`config.mk`:
```
export PLATFORM = sky130hd
export DESIGN_NAME = sleep_idle_power_control
export DESIGN_NICKNAME = d
export VERILOG_FILES = /design/src/rtl/power_save_pkg.sv /design/src/rtl/sleep_idle_power_control.sv
export VERILOG_INCLUDE_DIRS = /design/src /design/src/rtl
export SDC_FILE = /design/constraint.sdc
export NUM_CORES = 1
export LEC_CHECK = 0
export ABC_CLOCK_PERIOD_IN_PS = 2370
export BUFFER_PORTS_ARGS = -buffer_cell sky130_fd_sc_hd__buf_2
export CAP_MARGIN = 20
export CORE_AREA = 2 2 87 68
export DETAILED_ROUTE_END_ITERATION = 8
export DIE_AREA = 0 0 89 70
export GPL_TIMING_DRIVEN = 0
export MAX_ROUTING_LAYER = met4
export PLACE_DENSITY = 0.74
export SKIP_LAST_GASP = 1
export SLEW_MARGIN = 40
export SYNTH_ARGS = -nofsm -noshare
export SYNTH_HDL_FRONTEND = slang
export SYNTH_SLANG_ARGS = --single-unit
```
`constraint.sdc`:
```
create_clock -name I_CLOCK -period 2.37 [get_ports I_CLOCK]
set_input_delay 0.3555 -clock I_CLOCK [delete_from_list [all_inputs] [get_ports I_CLOCK]]
set_output_delay 0.3555 -clock I_CLOCK [all_outputs]
set_load 0.05 [all_outputs]
```
`src/rtl/power_save_map.svh`:
```
`ifndef POWER_SAVE_MAP_SVH
`define POWER_SAVE_MAP_SVH
`define PS_OPERAND_SLEEP 1'h0
`define PS_OPERAND_IDLE 1'h1
`define PS_REG_BIT_KEEP 8
`define PS_RESET_CONTROL_REGISTER_RESET 16'h0100
`define PS_REG_WAKE_US 190
`define PS_CLOCK_MHZ 40
`define PS_REG_WAKE_CYCLES (`PS_REG_WAKE_US * `PS_CLOCK_MHZ)
`define PS_OSC_RESET 3'h0
`endif

```
`src/rtl/power_save_pkg.sv`:
```
`default_nettype none
package power_save_pkg;
  typedef enum logic [2:0] {
    ST_RUN = 3'b000,
    ST_IDLE = 3'b001,
    ST_SLEEP = 3'b010,
    ST_REG_WAKE = 3'b011,
    ST_OSC_WAKE = 3'b100
  } state_e;
  typedef struct packed {
    logic cpu_clock_on;
    logic periph_clock_on;
    logic osc_on;
    logic regulator_on;
    logic fail_monitor_on;
    logic low_power_rc_clock_on;
  } gate_s;
endpackage : power_save_pkg
`default_nettype wire

```
`src/rtl/sleep_idle_power_control.sv`:
```
`include "power_save_map.svh"
`default_nettype none
module sleep_idle_power_control #(
  parameter int OSC_W = 3,
  parameter int REG_WAKE_CYCLES = `PS_REG_WAKE_CYCLES,
  parameter int OSC_START_CYCLES = 16
) (
  input wire logic I_CLOCK,
  input wire logic I_RESETN,
  input wire logic i_power_save_instruction,
  input wire logic i_power_save_operand,
  input wire logic [15:0] i_irq_pending,
  input wire logic [15:0] i_irq_enable,
  input wire logic i_wdt_enable,
  input wire logic i_wdt_timeout,
  input wire logic i_reset_control_register_write,
  input wire logic i_regulator_in_sleep_keep,
  input wire logic i_osc_lock,
  input wire logic i_new_oscillator_select_write,
  input wire logic [OSC_W-1:0] i_new_oscillator_select,
  output logic O_CPU_CLOCK_ON,
  output logic O_PERIPH_CLOCK_ON,
  output logic O_OSC_ON,
  output logic O_REGULATOR_ON,
  output logic O_FAIL_MONITOR_ON,
  output logic O_LOW_POWER_RC_CLOCK_ON,
  output logic O_CN_EXT_ON,
  output logic O_WDT_CLEAR,
  output logic O_SLEEPING,
  output logic O_IDLING,
  output logic O_WAKE,
  output logic [OSC_W-1:0] O_OSC_SELECT
);
  power_save_pkg::state_e state;
  power_save_pkg::state_e next_state;
  power_save_pkg::gate_s next_gate;
  logic [OSC_W-1:0] osc_select;
  logic [OSC_W-1:0] sleep_osc;
  logic regulator_keep;
  logic [31:0] wait_count;
  logic wake_event;
  logic enter_sleep;
  logic enter_idle;

  // Keep bit reset value is taken from the reset control word
  localparam logic [15:0] RESET_CONTROL_REGISTER_RESET = `PS_RESET_CONTROL_REGISTER_RESET;

  // Pending must stand until wake; a pulse between edges is lost
  function automatic logic irq_wake(input logic [15:0] pend, input logic [15:0] en);
    irq_wake = |(pend & en);
  endfunction : irq_wake

  // Wait counter preload: a wait of n cycles stores n-1
  function automatic logic [31:0] load_count(input int cycles);
    load_count = 32'(cycles - 1);
  endfunction : load_count

  function automatic logic is_asleep(input power_save_pkg::state_e s);
    is_asleep = (s == power_save_pkg::ST_SLEEP) || (s == power_save_pkg::ST_REG_WAKE)
                || (s == power_save_pkg::ST_OSC_WAKE);
  endfunction : is_asleep

  // Reset itself is the wake path for resets: it forces ST_RUN
  assign wake_event = irq_wake(i_irq_pending, i_irq_enable) | i_wdt_timeout;
  // Instruction outside run is ignored; the core is halted then anyway
  assign enter_sleep = (state == power_save_pkg::ST_RUN) && i_power_save_instruction
                       && (i_power_save_operand == `PS_OPERAND_SLEEP);
  assign enter_idle = (state == power_save_pkg::ST_RUN) && i_power_save_instruction
                      && (i_power_save_operand == `PS_OPERAND_IDLE);

  always_comb
  begin
    next_state = state;
    case (state)
      power_save_pkg::ST_RUN:
      begin
        if (enter_sleep)
          next_state = power_save_pkg::ST_SLEEP;
        else if (enter_idle)
          next_state = power_save_pkg::ST_IDLE;
      end
      power_save_pkg::ST_IDLE:
      begin
        if (wake_event)
          next_state = power_save_pkg::ST_RUN;
      end
      power_save_pkg::ST_SLEEP:
      begin
        // Regulator off means a long ramp before the oscillator restarts
        if (wake_event)
          next_state = regulator_keep ? power_save_pkg::ST_OSC_WAKE
                                      : power_save_pkg::ST_REG_WAKE;
      end
      power_save_pkg::ST_REG_WAKE:
      begin
        if (wait_count == 32'h0)
          next_state = power_save_pkg::ST_OSC_WAKE;
      end
      power_save_pkg::ST_OSC_WAKE:
      begin
        if (wait_count == 32'h0)
          next_state = power_save_pkg::ST_RUN;
      end
      default:
        next_state = power_save_pkg::ST_RUN;
    endcase
  end

  // Low-power RC follows watchdog enable in every state
  always_comb
  begin
    next_gate = '{1'b1, 1'b1, 1'b1, 1'b1, 1'b1, i_wdt_enable};
    case (next_state)
      power_save_pkg::ST_IDLE:
        next_gate.cpu_clock_on = 1'b0;
      power_save_pkg::ST_SLEEP, power_save_pkg::ST_REG_WAKE:
      begin
        next_gate.cpu_clock_on = 1'b0;
        next_gate.periph_clock_on = 1'b0;
        next_gate.osc_on = 1'b0;
        next_gate.fail_monitor_on = 1'b0;
        next_gate.regulator_on = regulator_keep | (next_state == power_save_pkg::ST_REG_WAKE);
        next_gate.low_power_rc_clock_on = i_wdt_enable;
      end
      power_save_pkg::ST_OSC_WAKE:
      begin
        // Oscillator restarting; clocks stay gated until it settles
        next_gate.cpu_clock_on = 1'b0;
        next_gate.periph_clock_on = 1'b0;
        next_gate.fail_monitor_on = 1'b0;
      end
      default:
        next_gate.low_power_rc_clock_on = i_wdt_enable;
    endcase
  end

  // Any reset lands in run: that is the reset wake path
  always_ff @(posedge I_CLOCK)
  begin
    if (!I_RESETN)
      state <= power_save_pkg::ST_RUN;
    else
      state <= next_state;
  end

  // One counter serves both wake phases; they never overlap
  always_ff @(posedge I_CLOCK)
  begin
    if (!I_RESETN)
      wait_count <= 32'h0;
    else if (state == power_save_pkg::ST_SLEEP && next_state == power_save_pkg::ST_REG_WAKE)
      wait_count <= load_count(REG_WAKE_CYCLES);
    else if (next_state == power_save_pkg::ST_OSC_WAKE && state != power_save_pkg::ST_OSC_WAKE)
      wait_count <= load_count(OSC_START_CYCLES);
    else if (wait_count != 32'h0)
      wait_count <= wait_count - 32'h1;
  end

  always_ff @(posedge I_CLOCK)
  begin
    if (!I_RESETN)
      regulator_keep <= RESET_CONTROL_REGISTER_RESET[`PS_REG_BIT_KEEP]; // Resets set, so regulator stays on
    else if (i_reset_control_register_write)
      regulator_keep <= i_regulator_in_sleep_keep;
  end

  // Writes outside run are dropped so the restored source stays valid
  always_ff @(posedge I_CLOCK)
  begin
    if (!I_RESETN)
      osc_select <= OSC_W'(`PS_OSC_RESET);
    else if (i_new_oscillator_select_write && !i_osc_lock && state == power_save_pkg::ST_RUN)
      osc_select <= i_new_oscillator_select;
  end

  // Clock source captured at Sleep entry, restored on wake
  always_ff @(posedge I_CLOCK)
  begin
    if (!I_RESETN)
      sleep_osc <= OSC_W'(`PS_OSC_RESET);
    else if (enter_sleep)
      sleep_osc <= osc_select;
  end

  // Gates are decoded from the next state so they switch with the state
  always_ff @(posedge I_CLOCK)
  begin
    if (!I_RESETN)
      O_CPU_CLOCK_ON <= 1'b1;
    else
      O_CPU_CLOCK_ON <= next_gate.cpu_clock_on;
  end

  always_ff @(posedge I_CLOCK)
  begin
    if (!I_RESETN)
      O_PERIPH_CLOCK_ON <= 1'b1;
    else
      O_PERIPH_CLOCK_ON <= next_gate.periph_clock_on;
  end

  always_ff @(posedge I_CLOCK)
  begin
    if (!I_RESETN)
      O_OSC_ON <= 1'b1;
    else
      O_OSC_ON <= next_gate.osc_on;
  end

  always_ff @(posedge I_CLOCK)
  begin
    if (!I_RESETN)
      O_REGULATOR_ON <= 1'b1;
    else
      O_REGULATOR_ON <= next_gate.regulator_on;
  end

  always_ff @(posedge I_CLOCK)
  begin
    if (!I_RESETN)
      O_FAIL_MONITOR_ON <= 1'b1;
    else
      O_FAIL_MONITOR_ON <= next_gate.fail_monitor_on;
  end

  // Off in reset; the watchdog enable brings it up one cycle later
  always_ff @(posedge I_CLOCK)
  begin
    if (!I_RESETN)
      O_LOW_POWER_RC_CLOCK_ON <= 1'b0;
    else
      O_LOW_POWER_RC_CLOCK_ON <= next_gate.low_power_rc_clock_on;
  end

  always_ff @(posedge I_CLOCK)
  begin
    if (!I_RESETN)
      O_WDT_CLEAR <= 1'b0;
    else
      O_WDT_CLEAR <= enter_sleep && i_wdt_enable;
  end

  always_ff @(posedge I_CLOCK)
  begin
    if (!I_RESETN)
      O_WAKE <= 1'b0;
    else
      O_WAKE <= (state != power_save_pkg::ST_RUN) && (next_state == power_save_pkg::ST_RUN);
  end

  // Still flagged asleep while the regulator and oscillator ramp
  always_ff @(posedge I_CLOCK)
  begin
    if (!I_RESETN)
      O_SLEEPING <= 1'b0;
    else
      O_SLEEPING <= is_asleep(next_state);
  end

  always_ff @(posedge I_CLOCK)
  begin
    if (!I_RESETN)
      O_IDLING <= 1'b0;
    else
      O_IDLING <= (next_state == power_save_pkg::ST_IDLE);
  end

  // Change notification and external-clock peripherals never gated here
  always_ff @(posedge I_CLOCK)
  begin
    if (!I_RESETN)
      O_CN_EXT_ON <= 1'b1;
    else
      O_CN_EXT_ON <= 1'b1;
  end

  // Source lags the select write by two cycles
  always_ff @(posedge I_CLOCK)
  begin
    if (!I_RESETN)
      O_OSC_SELECT <= OSC_W'(`PS_OSC_RESET);
    else
      O_OSC_SELECT <= (state == power_save_pkg::ST_OSC_WAKE) ? sleep_osc : osc_select;
  end
endmodule : sleep_idle_power_control
`default_nettype wire

```
==> impl_results.md <==
- Outcome: finished, violations left
- Violated checks: setup timing
- Clock-pin slew on the worst setup and hold paths: approximately 0.1 ns
- Leakage power: between 1 and 1.5 nW
- CTS Root Cell: clkbuf_8
- Commonest non-fill, non-tap cells in the layout: buf_2, nor2_1, dfxtp_1
- Worst path most repeated cell: and2_4
- GRT met3 Usage: between 4 and 5%
- DRC viols: 0
- Layout cells sized above 1: 30.4%
- N_diodes: 0
- Slew Viols, Final: 0
- Routability congestion estimate: approximately 0.8
- Reg power frac: a little under a third
- Syn Nets: ~330
- First-pass GRT wire length: about 9.5 mm
- Commonest non-fill, non-tap cell in the layout: buf_2
- Post-synthesis area per instance: 8.90 um2
- Data required time of the critical path: ~2.6 ns
- RSZ-0062 raised after global routing: true
- Grt total ovfl: 0
- GRT busiest layer: met2
- Synthesized area: around 0.0025 mm2
- Mux share of post-synthesis cell area: around 4.0%
- Synth Area in Adders: 0.990%
- Critical Path End Type: flop
- Initial antenna violation count: 0
- Design area: roughly 0.0032 mm2
- Port bufs: between 50 and 60
- Via Count: 2257
- Initial Util: a little under half
- Synth Area in Compound Gates: 9.10%
- Clk pwr share: roughly an eighth
- Switching Share: 42.2%
- Hold Path Class: input port to flop
- GR Util met1: 26.2%
- Die area: about 0.0062 mm2
- Seq cells post-synth: 54
- Register area share after synthesis: roughly 43%
- Vias per inst: 5.18
- PwrDens: 1510 mW/mm2
- Worst EP arrival: 2.65 ns
- Synth Area in Simple Gates: 30.9%
- Clock Skew: around 0.015 ns
- Post-synth cell types: 46
- Tot GR Track Use: 19.5%
- Synthesis-to-finish area growth: 26.7%
- Setup crit start kind: flop
- CTS tree: done
- Largest family of logic cells by synthesized area: simple AND/OR/NAND/NOR gates
- Max-Cap Viols: 0
- Routed wire length per instance: around 13 um
- IO Pins: a little under 60
- Dpl hpwl: 4.04 mm
- Critical Setup Path Class: flop to flop
- TritonRoute pass-1 iters: 4
- Die H: approximately 70 um
- Largest net degree at the start of global routing: 17
- Final setup viols: 4
- Post-DRT Antenna Nets: 0
- GR Util met2: roughly 29%
- YS warnings: 0
- Clock insertion delay at the later pin of the skew report: around 0.31 ns
- Pwr Total: between 4 and 5 mW
- Area after DPL: ~0.0029 mm2
- TritonCTS Buffers: 5
- Total wire length: around 5.7 mm
- Final worst-path cycle share: 102%
- Fmax: approximately 410 MHz
- Filler cells: 504
- Crit path cell chain: or4_4, nor4_4, nand3_2, buf_6, and2_4, or3_4, and2_4
- Final Hold Fails: 0
- H-tree levels: 2
- NumNets Final: approximately 400
- Xor/xnor share of the synthesized area: about a tenth
- Vias in the first global route: around 2100
- Clock Tree Buf Depth: 2
- Comb pwr share: a little under three fifths
- Slowest cell delay on critical path: 0.57 ns
- Final WS setup: -0.0520 ns
- First DRT Iteration DRCs: between 150 and 200
- P_int: 2.79 mW
- IR drop worst, VDD: 0.583 mV
- Setup TNS: -0.118 ns
- CP max stage cell: or4_4
- Row cnt: 24
- CTS Sinks: 54
- Switching power: 2.04 mW
- Floorplan Core Area: 0.00553 mm2
- Post-Syn Instances: 284
- Die W: approximately 89 um
- CP max FO: 5
- Slew at the pin with the worst max-slew slack: between 0.7 and 0.8 ns
- Relative slew slack: between 50% and 60%
- Final min period: between 2 and 2.5 ns
[critical path, delay by kind of cell, from the launching register on]
| family | cells | cell delay, ns |
|---|---|---|
| buf+inv | 1 | 0.17 |
| flops | 1 | 0.34 |
| simple gates | 6 | 1.83 |
[repair_timing]
item,in CTS,in global routing
hold buffers,0,0
setup endpoints to repair,36,27
buffers inserted,5,4
pin swaps,5,12
gates resized for setup,13,19
[layer usage]
layer | part of all wire (%) | routed length, um
met5 | 0 | 0
met4 | 1.3 | 73
met3 | 4.0 | 228
met2 | 46 | 2620
met1 | 49 | 2760
[final cells by class]
class | instances | area [um2] | area share (%)
multi-input combinational | 215 | 1460 | 45.6
sequential | 54 | 1090 | 34.2
timing repair buffer | 67 | 363 | 11.3
tap | 78 | 97.6 | 3.05
clock buffer | 6 | 72.6 | 2.26
buffer | 10 | 61.3 | 1.91
clock inverter | 2 | 37.5 | 1.17
inverter | 4 | 15.0 | 0.469
[state kept, by name (all words and copies together), names as in the netlist, 3 cells and up]
name,cells
wait_count,32
O_OSC_SELECT,3
osc_select,3
sleep_osc,3
state,3
[cell families after synthesis]
group | count (synthesis)
AND/OR/NAND/NOR | 143
flip-flops | 54
AO/OA/AOI/OAI | 32
XOR/XNOR | 27
buffers and inverters | 15
multiplexers | 10
adder cells (fa/ha/maj) | 2
other | 1
[power by group through the flow]
| stage | combinational, mW | clock [mW] | sequential (mW) |
|---|---|---|---|
| global placement | 2.19 | 0 | 1.46 |
| finish | 2.71 | 0.620 | 1.50 |
| CTS | 2.51 | 0.625 | 1.47 |
| detailed placement | 2.23 | 0 | 1.48 |
| floorplan | 1.80 | 0 | 1.46 |
| global route | 2.98 | 0.661 | 1.53 |
[through the flow]
stage / setup slack [ns] / hold WS, ns / utilization, % / std cells
CTS: -0.00635 / 0.247 / 56.4 / 433
finish: -0.0520 / 0.252 / 58.0 / 436
global route: -0.139 / 0.255 / 58.0 / 436
global placement: -0.464 / 0.474 / 52.7 / 419
floorplan: 0.0272 / 0.460 / - / 284
detailed placement: -0.332 / 0.491 / 53.0 / 420
[final timing paths]
| kind | from | endpoint | slack [ns] | cells past startpoint |
|---|---|---|---|---|
| max | wait_count[16]$_SDFFE_PP0N_ | O_SLEEPING$_SDFF_PN0_ | -0.05 | 7 |
| min | i_wdt_enable | O_LOW_POWER_RC_CLOCK_ON$_SDFF_PN0_ | 0.25 | 2 |
| max reg2reg | wait_count[16]$_SDFFE_PP0N_ | O_SLEEPING$_SDFF_PN0_ | -0.05 | 7 |
| min reg2reg | sleep_osc[2]$_SDFFE_PN0P_ | O_OSC_SELECT[2]$_SDFF_PN0_ | 0.51 | 2 |
[synthesized netlist by cell type, drive strengths merged]
cell type	n	area, um2
or3	7	48.8
nor3b	6	45.0
o41a	1	11.3
a21oi	2	10.0
nand3b	3	22.5
and3	2	12.5
nor4	7	71.3
nor3	19	95.1
nor2b	2	12.5
conb	1	3.75
mux2i	10	100
a211oi	1	7.51
or4	5	45.0
nand2b	4	25.0
a22oi	6	45.0
o31a	2	17.5
nand4b	3	26.3
a21boi	1	7.51
buf	3	26.3
o31ai	2	15.0
a2111oi	1	8.76
xnor2	9	78.8
nor4b	2	17.5
o21a	7	52.6
and2	6	40.0
inv	4	15.0
a222oi	1	10.0
clkbuf	8	30.0
a31oi	1	6.26
nand3	8	45.0
nand2	13	48.8
ha	2	25.0
nand4	6	37.5
a211o	1	8.76
o21ai	6	30.0
xor2	18	158
nor2	50	188
dfxtp	54	1080
(Power assumes the default switching activity.)
